**config.mk**
```make
export PLATFORM = sky130hd
export DESIGN_NAME = sacc_conv_ctrl
export DESIGN_NICKNAME = d
export VERILOG_FILES = /design/src/verilog/sacc_pkg.sv /design/src/verilog/sacc_conv_ctrl.sv /design/src/verilog/sacc_clk_div.sv /design/src/verilog/sacc_result_mem.sv
export VERILOG_INCLUDE_DIRS = /design/src /design/src/verilog
export SDC_FILE = /design/constraint.sdc
export NUM_CORES = 1
export LEC_CHECK = 0
export BUFFER_PORTS_ARGS = -buffer_cell sky130_fd_sc_hd__buf_2
export CAP_MARGIN = 15
export CORE_MARGIN = 1.5
export CORE_UTILIZATION = 57
export DETAILED_ROUTE_END_ITERATION = 8
export PLACE_DENSITY_LB_ADDON = 0.3
export SLEW_MARGIN = 20
export SYNTH_ARGS = -nofsm -noshare
export SYNTH_HDL_FRONTEND = slang
export SYNTH_SLANG_ARGS = --single-unit
```
**constraint.sdc**
```tcl
create_clock -name i_clk -period 2.91 [get_ports i_clk]
set_input_delay 0.1455 -clock i_clk [delete_from_list [all_inputs] [get_ports i_clk]]
set_output_delay 0.1455 -clock i_clk [all_outputs]
set_load 0.02 [all_outputs]
```
**src/verilog/sacc_defs.svh**
```systemverilog
// Constants of the converter control block: counts, codes and reset values
`ifndef SACC_DEFS_SVH
`define SACC_DEFS_SVH
`define SACC_NUM_CH 8
`define SACC_CH_W 3
`define SACC_RES_W 10
`define SACC_LOW_RES_W 8
`define SACC_CONV_CYCLES 4'hA
`define SACC_DIV_W 6
`define SACC_SH_W 4
`define SACC_STARTUP_W 5
`define SACC_TRIG_TIMER0 3'h0
`define SACC_TRIG_TIMER1 3'h1
`define SACC_TRIG_TIMER2 3'h2
`define SACC_TRIG_EXT 3'h6
`define SACC_SAR_FIRST 10'h200
`define SACC_RST_RESULT 10'h000
`define SACC_RST_CHAN 8'h00
`endif

```
**src/verilog/sacc_pkg.sv**
```systemverilog
// Types shared by the converter control block
package sacc_pkg;
   typedef enum logic [2:0] {
      SACC_IDLE = 3'b000,
      SACC_STARTUP = 3'b001,
      SACC_SAMPLE = 3'b010,
      SACC_CONVERT = 3'b011,
      SACC_STORE = 3'b100
   } sacc_state_t;
endpackage

```
**src/verilog/sacc_conv_ctrl.sv**
```systemverilog
// Successive-approximation converter control: triggers, sequencer, results, flags
//
// Behaviour
// - One of eight analog inputs is routed to the converter via a mux.
// - Resolution is 10 bits after reset, 8 bits when low resolution set.
// - In 8-bit mode results sit in low eight bits, upper two read zero.
// - Conversion takes programmed sample-hold cycles then ten converter clocks.
// - Converter clock is system clock over two up to over 128.
// - Start from software, external pin rising edge or timer output.
// - Each result goes to its channel register and the last-result register.
// - Completion sets channel done flag and ready flag; both raise interrupt.
// - With DMA attached, rising ready flag issues one transfer request.
// - DMA transfers are 16-bit at full resolution, 8-bit at low resolution.
// - Reading a channel result clears that channel's done flag.
// - Reading last result clears ready flag and last channel's done flag.
// - New result on unread channel sets that channel's overrun flag.
// - Completion while ready flag high sets the general overrun flag.
// - Reading status clears all channel overrun flags and general overrun.
// - Enabling a channel connects its shared pin to the converter.
// - Trigger codes 0-2 pick timer outputs, 6 the external pin.
// - One start converts every enabled channel in turn, then idles.
// - Sleep mode powers up, waits startup, converts, powers down.
// - Software start stays operative while hardware trigger is enabled.
`timescale 1ns/100ps
`default_nettype none
`include "sacc_defs.svh"
module sacc_conv_ctrl
   import sacc_pkg::*;
#(
   parameter int NUM_CH = `SACC_NUM_CH,
   parameter int CH_W = `SACC_CH_W,
   parameter int RES_W = `SACC_RES_W
) (
   input wire logic i_clk,
   input wire logic i_rst_b,
   input wire logic i_sw_reset,
   input wire logic i_sw_start,
   input wire logic i_hw_trigger_enable,
   input wire logic [2:0] i_hw_trigger_select,
   input wire logic [2:0] i_timer_output_a,
   input wire logic i_ext_trigger_pin,
   input wire logic i_low_resolution_select,
   input wire logic i_sleep_mode,
   input wire logic [`SACC_DIV_W-1:0] i_clock_divider_select,
   input wire logic [`SACC_STARTUP_W-1:0] i_startup_time,
   input wire logic [`SACC_SH_W-1:0] i_sample_hold_time,
   input wire logic [NUM_CH-1:0] i_chan_enable_set,
   input wire logic [NUM_CH-1:0] i_chan_enable_clear,
   input wire logic i_rd_chan_result,
   input wire logic [CH_W-1:0] i_rd_chan_addr,
   input wire logic i_rd_last_result,
   input wire logic i_rd_status,
   input wire logic i_dma_attached,
   input wire logic i_adc_comp,
   output logic [NUM_CH-1:0] o_chan_enabled,
   output logic [NUM_CH-1:0] o_pin_to_adc,
   output logic [CH_W-1:0] o_mux_sel,
   output logic o_adc_power_on,
   output logic o_adc_clk,
   output logic o_adc_sample,
   output logic [RES_W-1:0] o_sar_trial,
   output logic o_busy,
   output logic [RES_W-1:0] o_chan_result,
   output logic [RES_W-1:0] o_last_result_field,
   output logic [CH_W-1:0] o_last_chan,
   output logic [NUM_CH-1:0] o_conv_done_flag,
   output logic o_result_ready_flag,
   output logic [NUM_CH-1:0] o_channel_overrun_flag,
   output logic o_general_overrun_flag,
   output logic o_converter_irq,
   output logic o_dma_req,
   output logic o_dma_size_16
);
   initial begin
      if (NUM_CH > (1 << CH_W)) $error("sacc_conv_ctrl: NUM_CH exceeds CH_W range");
      if (RES_W != `SACC_RES_W) $error("sacc_conv_ctrl: only 10-bit results served");
   end

   // ************************************************************
   // Trigger selection and start detection
   // ************************************************************
   logic hw_src;
   logic hw_src_q;
   logic start_req;

   always_comb begin
      unique case (i_hw_trigger_select)
         `SACC_TRIG_TIMER0: hw_src = i_timer_output_a[0];
         `SACC_TRIG_TIMER1: hw_src = i_timer_output_a[1];
         `SACC_TRIG_TIMER2: hw_src = i_timer_output_a[2];
         `SACC_TRIG_EXT: hw_src = i_ext_trigger_pin;
         default: hw_src = 1'b0;
      endcase
   end

   always_ff @(posedge i_clk or negedge i_rst_b) begin
      if (!i_rst_b) begin
         hw_src_q <= 1'b0;
      end else begin
         hw_src_q <= hw_src;
      end
   end

   // Software start always counts, hardware edge only when enabled
   assign start_req = i_sw_start
      || (i_hw_trigger_enable && hw_src && !hw_src_q);

   // ************************************************************
   // Channel enables
   // ************************************************************
   logic [NUM_CH-1:0] chan_en_q;

   always_ff @(posedge i_clk or negedge i_rst_b) begin
      if (!i_rst_b) begin
         chan_en_q <= `SACC_RST_CHAN;
      end else if (i_sw_reset) begin
         chan_en_q <= `SACC_RST_CHAN;
      end else begin
         chan_en_q <= (chan_en_q | i_chan_enable_set) & ~i_chan_enable_clear;
      end
   end

   assign o_chan_enabled = chan_en_q;
   assign o_pin_to_adc = chan_en_q;

   // ************************************************************
   // Converter clock
   // ************************************************************
   logic tick;
   logic seq_run;

   sacc_clk_div u_clk_div (
      .i_clk(i_clk),
      .i_rst_b(i_rst_b),
      .i_run(seq_run),
      .i_clock_divider_select(i_clock_divider_select),
      .o_adc_clk(o_adc_clk),
      .o_tick(tick)
   );

   // ************************************************************
   // Conversion sequencer
   // ************************************************************
   sacc_state_t state_q;
   logic [CH_W-1:0] chan_q;
   logic [`SACC_STARTUP_W-1:0] wait_q;
   logic [3:0] bit_cnt_q;
   logic [RES_W-1:0] trial_q;
   logic [RES_W-1:0] trial_d;
   logic [RES_W-1:0] result;
   logic next_found;
   logic [CH_W-1:0] next_chan;
   logic store;

   // Lowest enabled channel at or above the given one; skips disabled ones
   function automatic logic [CH_W:0] find_next(input logic [NUM_CH-1:0] en,
                                               input logic [CH_W:0] from);
      logic [CH_W:0] r;
      r = '0;
      for (int i = NUM_CH - 1; i >= 0; i--) begin
         if (en[i] && (i >= int'(from))) begin
            r = {1'b1, CH_W'(i)};
         end
      end
      return r;
   endfunction

   logic [CH_W:0] first_hit;
   logic [CH_W:0] after_hit;
   assign first_hit = find_next(chan_en_q, '0);
   assign after_hit = find_next(chan_en_q, {1'b0, chan_q} + 1'b1);
   assign next_found = after_hit[CH_W];
   assign next_chan = after_hit[CH_W-1:0];

   // Keep the trial bit if the input sits at or above the DAC level
   always_comb begin
      trial_d = trial_q;
      if (!i_adc_comp) begin
         trial_d[bit_cnt_q] = 1'b0;
      end
      if (bit_cnt_q != 4'h0) begin
         trial_d[bit_cnt_q - 4'h1] = 1'b1;
      end
   end

   always_ff @(posedge i_clk or negedge i_rst_b) begin
      if (!i_rst_b) begin
         state_q <= SACC_IDLE;
         chan_q <= '0;
         wait_q <= '0;
         bit_cnt_q <= '0;
         trial_q <= '0;
      end else if (i_sw_reset) begin
         state_q <= SACC_IDLE;
         chan_q <= '0;
         wait_q <= '0;
         bit_cnt_q <= '0;
         trial_q <= '0;
      end else begin
         unique case (state_q)
            SACC_IDLE: begin
               // Mid-sequence triggers are ignored since only idle looks
               if (start_req && first_hit[CH_W]) begin
                  chan_q <= first_hit[CH_W-1:0];
                  wait_q <= '0;
                  state_q <= i_sleep_mode ? SACC_STARTUP : SACC_SAMPLE;
               end
            end
            SACC_STARTUP: begin
               if (tick) begin
                  wait_q <= wait_q + 1'b1;
                  if (wait_q >= i_startup_time) begin
                     wait_q <= '0;
                     state_q <= SACC_SAMPLE;
                  end
               end
            end
            SACC_SAMPLE: begin
               if (tick) begin
                  wait_q <= wait_q + 1'b1;
               end
               if (wait_q >= `SACC_STARTUP_W'(i_sample_hold_time)) begin
                  wait_q <= '0;
                  bit_cnt_q <= `SACC_CONV_CYCLES - 4'h1;
                  trial_q <= `SACC_SAR_FIRST;
                  state_q <= SACC_CONVERT;
               end
            end
            SACC_CONVERT: begin
               if (tick) begin
                  trial_q <= trial_d;
                  bit_cnt_q <= bit_cnt_q - 4'h1;
                  if (bit_cnt_q == 4'h0) begin
                     state_q <= SACC_STORE;
                  end
               end
            end
            SACC_STORE: begin
               if (next_found) begin
                  chan_q <= next_chan;
                  state_q <= SACC_SAMPLE;
               end else begin
                  state_q <= SACC_IDLE;
               end
            end
            default: state_q <= SACC_IDLE;
         endcase
      end
   end

   assign store = (state_q == SACC_STORE);
   assign seq_run = (state_q != SACC_IDLE);
   assign o_busy = seq_run;
   assign o_mux_sel = chan_q;
   assign o_adc_sample = (state_q == SACC_SAMPLE);
   assign o_sar_trial = trial_q;
   // Normal mode keeps the analog cell powered; sleep mode only while busy
   assign o_adc_power_on = !i_sleep_mode || seq_run;

   // Low resolution keeps the eight upper decisions, shifted down
   assign result = i_low_resolution_select
      ? {2'b00, trial_q[RES_W-1:2]} : trial_q;

   // ************************************************************
   // Results
   // ************************************************************
   sacc_result_mem u_result_mem (
      .i_clk(i_clk),
      .i_rst_b(i_rst_b),
      .i_clear(i_sw_reset),
      .i_we(store),
      .i_waddr(chan_q),
      .i_wdata(result),
      .i_re(i_rd_chan_result),
      .i_raddr(i_rd_chan_addr),
      .o_rdata(o_chan_result)
   );

   always_ff @(posedge i_clk or negedge i_rst_b) begin
      if (!i_rst_b) begin
         o_last_result_field <= `SACC_RST_RESULT;
         o_last_chan <= '0;
      end else if (i_sw_reset) begin
         o_last_result_field <= `SACC_RST_RESULT;
         o_last_chan <= '0;
      end else if (store) begin
         o_last_result_field <= result;
         o_last_chan <= chan_q;
      end
   end

   // ************************************************************
   // Flags; a completion in the same cycle as a clearing read wins
   // ************************************************************
   logic [NUM_CH-1:0] done_q;
   logic [NUM_CH-1:0] ovr_q;
   logic ready_q;
   logic govr_q;
   logic [NUM_CH-1:0] done_clr;
   logic [NUM_CH-1:0] done_set;

   genvar g;
   generate
      for (g = 0; g < NUM_CH; g++) begin : g_flag
         assign done_set[g] = store && (chan_q == CH_W'(g));
         assign done_clr[g] = (i_rd_chan_result && (i_rd_chan_addr == CH_W'(g)))
            || (i_rd_last_result && (o_last_chan == CH_W'(g)));
      end
   endgenerate

   always_ff @(posedge i_clk or negedge i_rst_b) begin
      if (!i_rst_b) begin
         done_q <= '0;
         ready_q <= 1'b0;
      end else if (i_sw_reset) begin
         done_q <= '0;
         ready_q <= 1'b0;
      end else begin
         done_q <= (done_q & ~done_clr) | done_set;
         ready_q <= store || (ready_q && !i_rd_last_result);
      end
   end

   always_ff @(posedge i_clk or negedge i_rst_b) begin
      if (!i_rst_b) begin
         ovr_q <= '0;
         govr_q <= 1'b0;
      end else if (i_sw_reset) begin
         ovr_q <= '0;
         govr_q <= 1'b0;
      end else begin
         ovr_q <= (i_rd_status ? '0 : ovr_q) | (done_set & done_q);
         govr_q <= (govr_q && !i_rd_status) || (store && ready_q);
      end
   end

   assign o_conv_done_flag = done_q;
   assign o_result_ready_flag = ready_q;
   assign o_channel_overrun_flag = ovr_q;
   assign o_general_overrun_flag = govr_q;
   assign o_converter_irq = ready_q || (|done_q);

   // ************************************************************
   // DMA request
   // ************************************************************
   logic ready_prev_q;

   always_ff @(posedge i_clk or negedge i_rst_b) begin
      if (!i_rst_b) begin
         ready_prev_q <= 1'b0;
         o_dma_req <= 1'b0;
      end else begin
         ready_prev_q <= ready_q;
         o_dma_req <= i_dma_attached && ready_q && !ready_prev_q;
      end
   end

   assign o_dma_size_16 = !i_low_resolution_select;
endmodule
`default_nettype wire

```
**src/verilog/sacc_clk_div.sv**
```systemverilog
// Converter clock divider: period is 2*(select+1) system clocks
`timescale 1ns/100ps
`default_nettype none
`include "sacc_defs.svh"
module sacc_clk_div #(
   parameter int DIV_W = `SACC_DIV_W
) (
   input wire logic i_clk,
   input wire logic i_rst_b,
   input wire logic i_run,
   input wire logic [DIV_W-1:0] i_clock_divider_select,
   output logic o_adc_clk,
   output logic o_tick
);
   logic [DIV_W-1:0] cnt_q;
   logic clk_q;

   initial begin
      if (DIV_W < 1) $error("sacc_clk_div: DIV_W must be at least 1");
   end

   // Half period is select+1 system clocks
   always_ff @(posedge i_clk or negedge i_rst_b) begin
      if (!i_rst_b) begin
         cnt_q <= '0;
         clk_q <= 1'b0;
      end else if (!i_run) begin
         cnt_q <= '0;
         clk_q <= 1'b0;
      end else if (cnt_q >= i_clock_divider_select) begin
         cnt_q <= '0;
         clk_q <= ~clk_q;
      end else begin
         cnt_q <= cnt_q + 1'b1;
      end
   end

   assign o_adc_clk = clk_q;
   // One tick per converter clock period, at its rising edge
   assign o_tick = i_run && !clk_q && (cnt_q >= i_clock_divider_select);
endmodule
`default_nettype wire

```
**src/verilog/sacc_result_mem.sv**
```systemverilog
// Per-channel result store with registered read data
`timescale 1ns/100ps
`default_nettype none
`include "sacc_defs.svh"
module sacc_result_mem #(
   parameter int DEPTH = `SACC_NUM_CH,
   parameter int AW = `SACC_CH_W,
   parameter int DW = `SACC_RES_W
) (
   input wire logic i_clk,
   input wire logic i_rst_b,
   input wire logic i_clear,
   input wire logic i_we,
   input wire logic [AW-1:0] i_waddr,
   input wire logic [DW-1:0] i_wdata,
   input wire logic i_re,
   input wire logic [AW-1:0] i_raddr,
   output logic [DW-1:0] o_rdata
);
   logic [DW-1:0] mem_q [DEPTH];

   initial begin
      if (DEPTH > (1 << AW)) $error("sacc_result_mem: DEPTH exceeds address range");
   end

   genvar g;
   generate
      for (g = 0; g < DEPTH; g++) begin : g_word
         always_ff @(posedge i_clk or negedge i_rst_b) begin
            if (!i_rst_b) begin
               mem_q[g] <= '0;
            end else if (i_clear) begin
               mem_q[g] <= '0;
            end else if (i_we && (i_waddr == AW'(g))) begin
               mem_q[g] <= i_wdata;
            end
         end
      end
   endgenerate

   always_ff @(posedge i_clk or negedge i_rst_b) begin
      if (!i_rst_b) begin
         o_rdata <= '0;
      end else if (i_re) begin
         o_rdata <= mem_q[i_raddr];
      end
   end
endmodule
`default_nettype wire

```
==> results.json <==
{
  "result_of_the_run": "finished, final reports clean",
  "drt.antenna.violating_nets": 0,
  "drt_iter0_markers": 593,
  "post-cts-setup-buffers": 0,
  "grt_usage": 0.278,
  "drt_pre_antenna_iters": 7,
  "pin_count_of_the_biggest_net_entering_global_routing": 90,
  "synth_compound_gate_area_share": 0.156,
  "path_cells": "ha_1, ha_1, or3b_1, a21oi_1, and3_1, a21oi_1, nor3_4, mux2_1",
  "post_route_setup_tns_ns": 0,
  "input_output_buffers": 129,
  "pwr-share-clk": 0.377,
  "route.detailed.drc": 0,
  "hold_end": "o_result_ready_flag$_DFF_PN0_",
  "vias_per_cell": 6.03,
  "post-synth-top-area-cell": "sky130_fd_sc_hd__dfrtp_1",
  "worstSetupStartpointType": "flop",
  "critPathSlowestCell": "sky130_fd_sc_hd__dfrtp_1",
  "design.portCount": 130,
  "detail_route.wirelength_um": 20900,
  "detailroute.via_count": 7052,
  "cts_buffer_count": 17,
  "cellInternalPower_mw": 4.09,
  "ir_drop_uv": 386,
  "post_cts_hold_buffer_count": 20,
  "postLayoutCoreUtil": 0.686,
  "worst-r2r-cell-count": 8,
  "vias_in_the_first_global_route": 6848,
  "timing.final.hold_violations": 0,
  "max_cap_viol_count": 0,
  "timing.hold.ws_ns": 0.0509,
  "synth_simple_gate_area_frac": 0.173,
  "antenna_diode_count": 0,
  "post_synth_mux_area_share": 0.0875,
  "synth.top_cells.by_count": "164 x sky130_fd_sc_hd__dfrtp_1, 119 x sky130_fd_sc_hd__nand3_1, 105 x sky130_fd_sc_hd__o21ai_0",
  "wl_per_cell_um": 17.9,
  "clk_pin_slew_ns": 0.07,
  "r2r_setup_slack_ns": 0.28,
  "sequential_cell_area_mm2": 0.00410,
  "net_switching_power_figure_mw": 1.80,
  "number_of_antenna_violations_at_the_first_check_in_global_routing": 0,
  "clock_tree.root_cell": "sky130_fd_sc_hd__clkbuf_16",
  "synth_edf_count": 0,
  "worstSetupEndpointType": "flop",
  "clock_sinks": 164,
  "rsz0062_at_grt": "no",
  "gp_routability_congestion": 0.897,
  "synthArstFlopShare": 1.00,
  "n_fill_cell": 1126,
  "cp_data_required_time_ns": 3.22,
  "syn-cell-area_mm2": 0.00842,
  "yosys.area_share.xor_xnor": 0.00416,
  "synthCells": 857,
  "syn_to_final_growth_pct": 17.9,
  "worstPathArrival_ns": 2.94,
  "syn_area_per_cell_um2": 9.82,
  "power.share.switching": 0.306,
  "clkLatencyLatePin_ns": 0.43,
  "cts-root-to-sink-buffers": 2,
  "min_period_over_period": 0.903,
  "ys_seq_elements": 164,
  "grt_overflow": 0,
  "fin_worst_skew_ns": 0.00625,
  "placement.setup.worst_slack_ns": 0.301,
  "ys_dominant_reg_cell": "sky130_fd_sc_hd__dfrtp_1",
  "slew_violations": 0,
  "achievable-frequency_mhz": 380,
  "multi_input_comb_area_mm2": 0.00390,
  "yosys_warnings": 0,
  "synth_top_family_by_area": "simple AND/OR/NAND/NOR gates",
  "synth.top_cells.by_area": "sky130_fd_sc_hd__dfrtp_1 49%, sky130_fd_sc_hd__nand3_1 7.1%, sky130_fd_sc_hd__o21ai_0 6.2%, sky130_fd_sc_hd__mux4_2 5.3%, sky130_fd_sc_hd__ha_1 4.2%",
  "nNetsFinal": 1055,
  "worst_slew_pin_slew_ns": 0.856,
  "totalPowerFinal_mw": 5.89,
  "holdPathStages": 3,
  "post_route_cells_drive_above_1_share": 0.220,
  "core_box_area_mm2": 0.0145,
  "synth_cell_types": 66,
  "post-route-min-period_ns": 2.63,
  "worst_hold_path_type": "in -> reg",
  "max-slew-margin-rel": 0.430,
  "fin_ws_ns": 0.281,
  "synthesis.nets": 938,
  "floorplan.die_area_mm2": 0.0155,
  "reg2reg_to": "o_mux_sel[2]$_DFFE_PN0P_",
  "synth-adder-area-share": 0.0416,
  "power-per-cell-area_mw_per_mm2": 593,
  "cts_tree": "yes",
  "critical_path.reg2reg.startpoint": "o_mux_sel[0]$_DFFE_PN0P_",
  "setup_viol": 0,
  "cts_resized": 0,
  "synth_top_area_share": 0.487,
  "timing.critical_path.slowest_cell_delay_ns": 0.45,
  "post-synth-top-count-cell": "sky130_fd_sc_hd__dfrtp_1",
  "pwr-share-seq": 0.421,
  "leakage_nw": 4.75,
  "cts_htree_levels": 4,
  "top_fanout_value_on_the_critical_path": 7,
  "floorplan.initialDensity": 0.581,
  "grt_first_pass_wirelength_um": 34600,
  "hpwlAfterDp_um": 13600,
  "min_from": "i_rd_last_result",
  "combPwrFrac": 0.202,
  "row_count": 44,
  "chipHeight_um": 125,
  "synth_seq_area_share": 0.487,
  "die_width_um": 125,
  "critical_path_class": "reg -> reg"
}
==> routing by layer <==
layer  global-route usage  part of all wire  vias to the layer above
li1                     -                 -                     3319
met3               0.0662             0.056                       37
met1                0.359              0.42                     3485
met4               0.0845             0.015                        0
met5                    0                 0                        -
met2                0.469              0.51                      211
==> critical path: cells and delay by family, from the launching register on <==
| kind | cells | cell delay (ns) |
|---|---|---|
| and+or+nand+nor | 3 | 0.79 |
| AOI/OAI and AO/OA | 2 | 0.31 |
| adders and majority gates | 2 | 0.62 |
| DFF | 1 | 0.45 |
| muxes | 1 | 0.35 |
==> final cells by class <==
type,count,share of cell area
clock inverter,13,0.0151
sequential,164,0.413
tap,184,0.0232
inverter,32,0.0121
clock buffer,18,0.0432
timing repair buffer,165,0.100
multi-input combinational,594,0.393
==> stage by stage <==
stage | area [µm²] | cells
2_1_floorplan | 8420 | 857
3_3_place_gp | 9150 | 1119
3_5_place_dp | 9150 | 1119
4_1_cts | 9930 | 1170
5_1_grt | 9930 | 1170
6_report | 9930 | 1170
==> state kept, by name, indices dropped and copies added, names as in the netlist <==
| name | cells |
|---|---|
| o_sar_trial | 10 |
| u_result_mem.mem_q | 80 |
| o_last_chan | 3 |
| wait_q | 5 |
| state_q | 3 |
| o_chan_enabled | 8 |
| hw_src_q | 1 |
| o_mux_sel | 3 |
| bit_cnt_q | 4 |
| o_channel_overrun_flag | 8 |
| o_dma_req | 1 |
| u_result_mem.o_rdata | 10 |
| u_clk_div.o_adc_clk | 1 |
| o_result_ready_flag | 1 |
| ready_prev_q | 1 |
| o_conv_done_flag | 8 |
| u_clk_div.cnt_q | 6 |
| o_last_result_field | 10 |
| o_general_overrun_flag | 1 |
==> worst max-delay path by stage <==
stage          slack [ns]                        to  depth (start not counted)                      from
2_1_floorplan        0.21  o_mux_sel[0]$_DFFE_PN0P_                         10  o_mux_sel[2]$_DFFE_PN0P_
3_3_place_gp         0.39  o_mux_sel[0]$_DFFE_PN0P_                          8  o_mux_sel[0]$_DFFE_PN0P_
3_5_place_dp         0.30  o_mux_sel[2]$_DFFE_PN0P_                          8  o_mux_sel[0]$_DFFE_PN0P_
4_1_cts              0.28  o_mux_sel[2]$_DFFE_PN0P_                          8  o_mux_sel[0]$_DFFE_PN0P_
5_1_grt              0.08  o_mux_sel[2]$_DFFE_PN0P_                          8  o_mux_sel[0]$_DFFE_PN0P_
6_report             0.28  o_mux_sel[2]$_DFFE_PN0P_                          8  o_mux_sel[0]$_DFFE_PN0P_
==> power groups by stage <==
stage,sequential (mW),clock (mW),combinational (mW)
floorplan,2.49,0,0.822
global placement,2.51,0,1.15
detailed placement,2.52,0,1.16
CTS,2.48,2.25,1.19
global route,2.49,2.36,1.32
finish,2.48,2.22,1.19
==> layout by cell type, fill, tap and decap left out, types with 17 or more instances in the layout <==
| cell | n |
|---|---|
| sky130_fd_sc_hd__o21ai_0 | 105 |
| sky130_fd_sc_hd__dlygate4sd3_1 | 20 |
| sky130_fd_sc_hd__nand2_1 | 52 |
| sky130_fd_sc_hd__ha_1 | 28 |
| sky130_fd_sc_hd__buf_2 | 128 |
| sky130_fd_sc_hd__nor3_1 | 18 |
| sky130_fd_sc_hd__dfrtp_1 | 164 |
| sky130_fd_sc_hd__nand3_1 | 119 |
| sky130_fd_sc_hd__inv_1 | 30 |
| sky130_fd_sc_hd__nor2_1 | 56 |
| sky130_fd_sc_hd__clkbuf_16 | 17 |
| sky130_fd_sc_hd__mux4_2 | 20 |
| sky130_fd_sc_hd__a21oi_1 | 48 |
==> logic make-up (layout without fill, tap and decap cells) <==
logic type / Yosys count / count (layout)
AND/OR/NAND/NOR: 296 / 296
AO/OA/AOI/OAI: 219 / 219
flip-flops: 164 / 164
buffers and inverters: 99 / 228
multiplexers: 47 / 47
adder cells (fa/ha/maj): 28 / 28
XOR/XNOR: 4 / 4
Note: power is estimated with default switching activity, not from simulation.
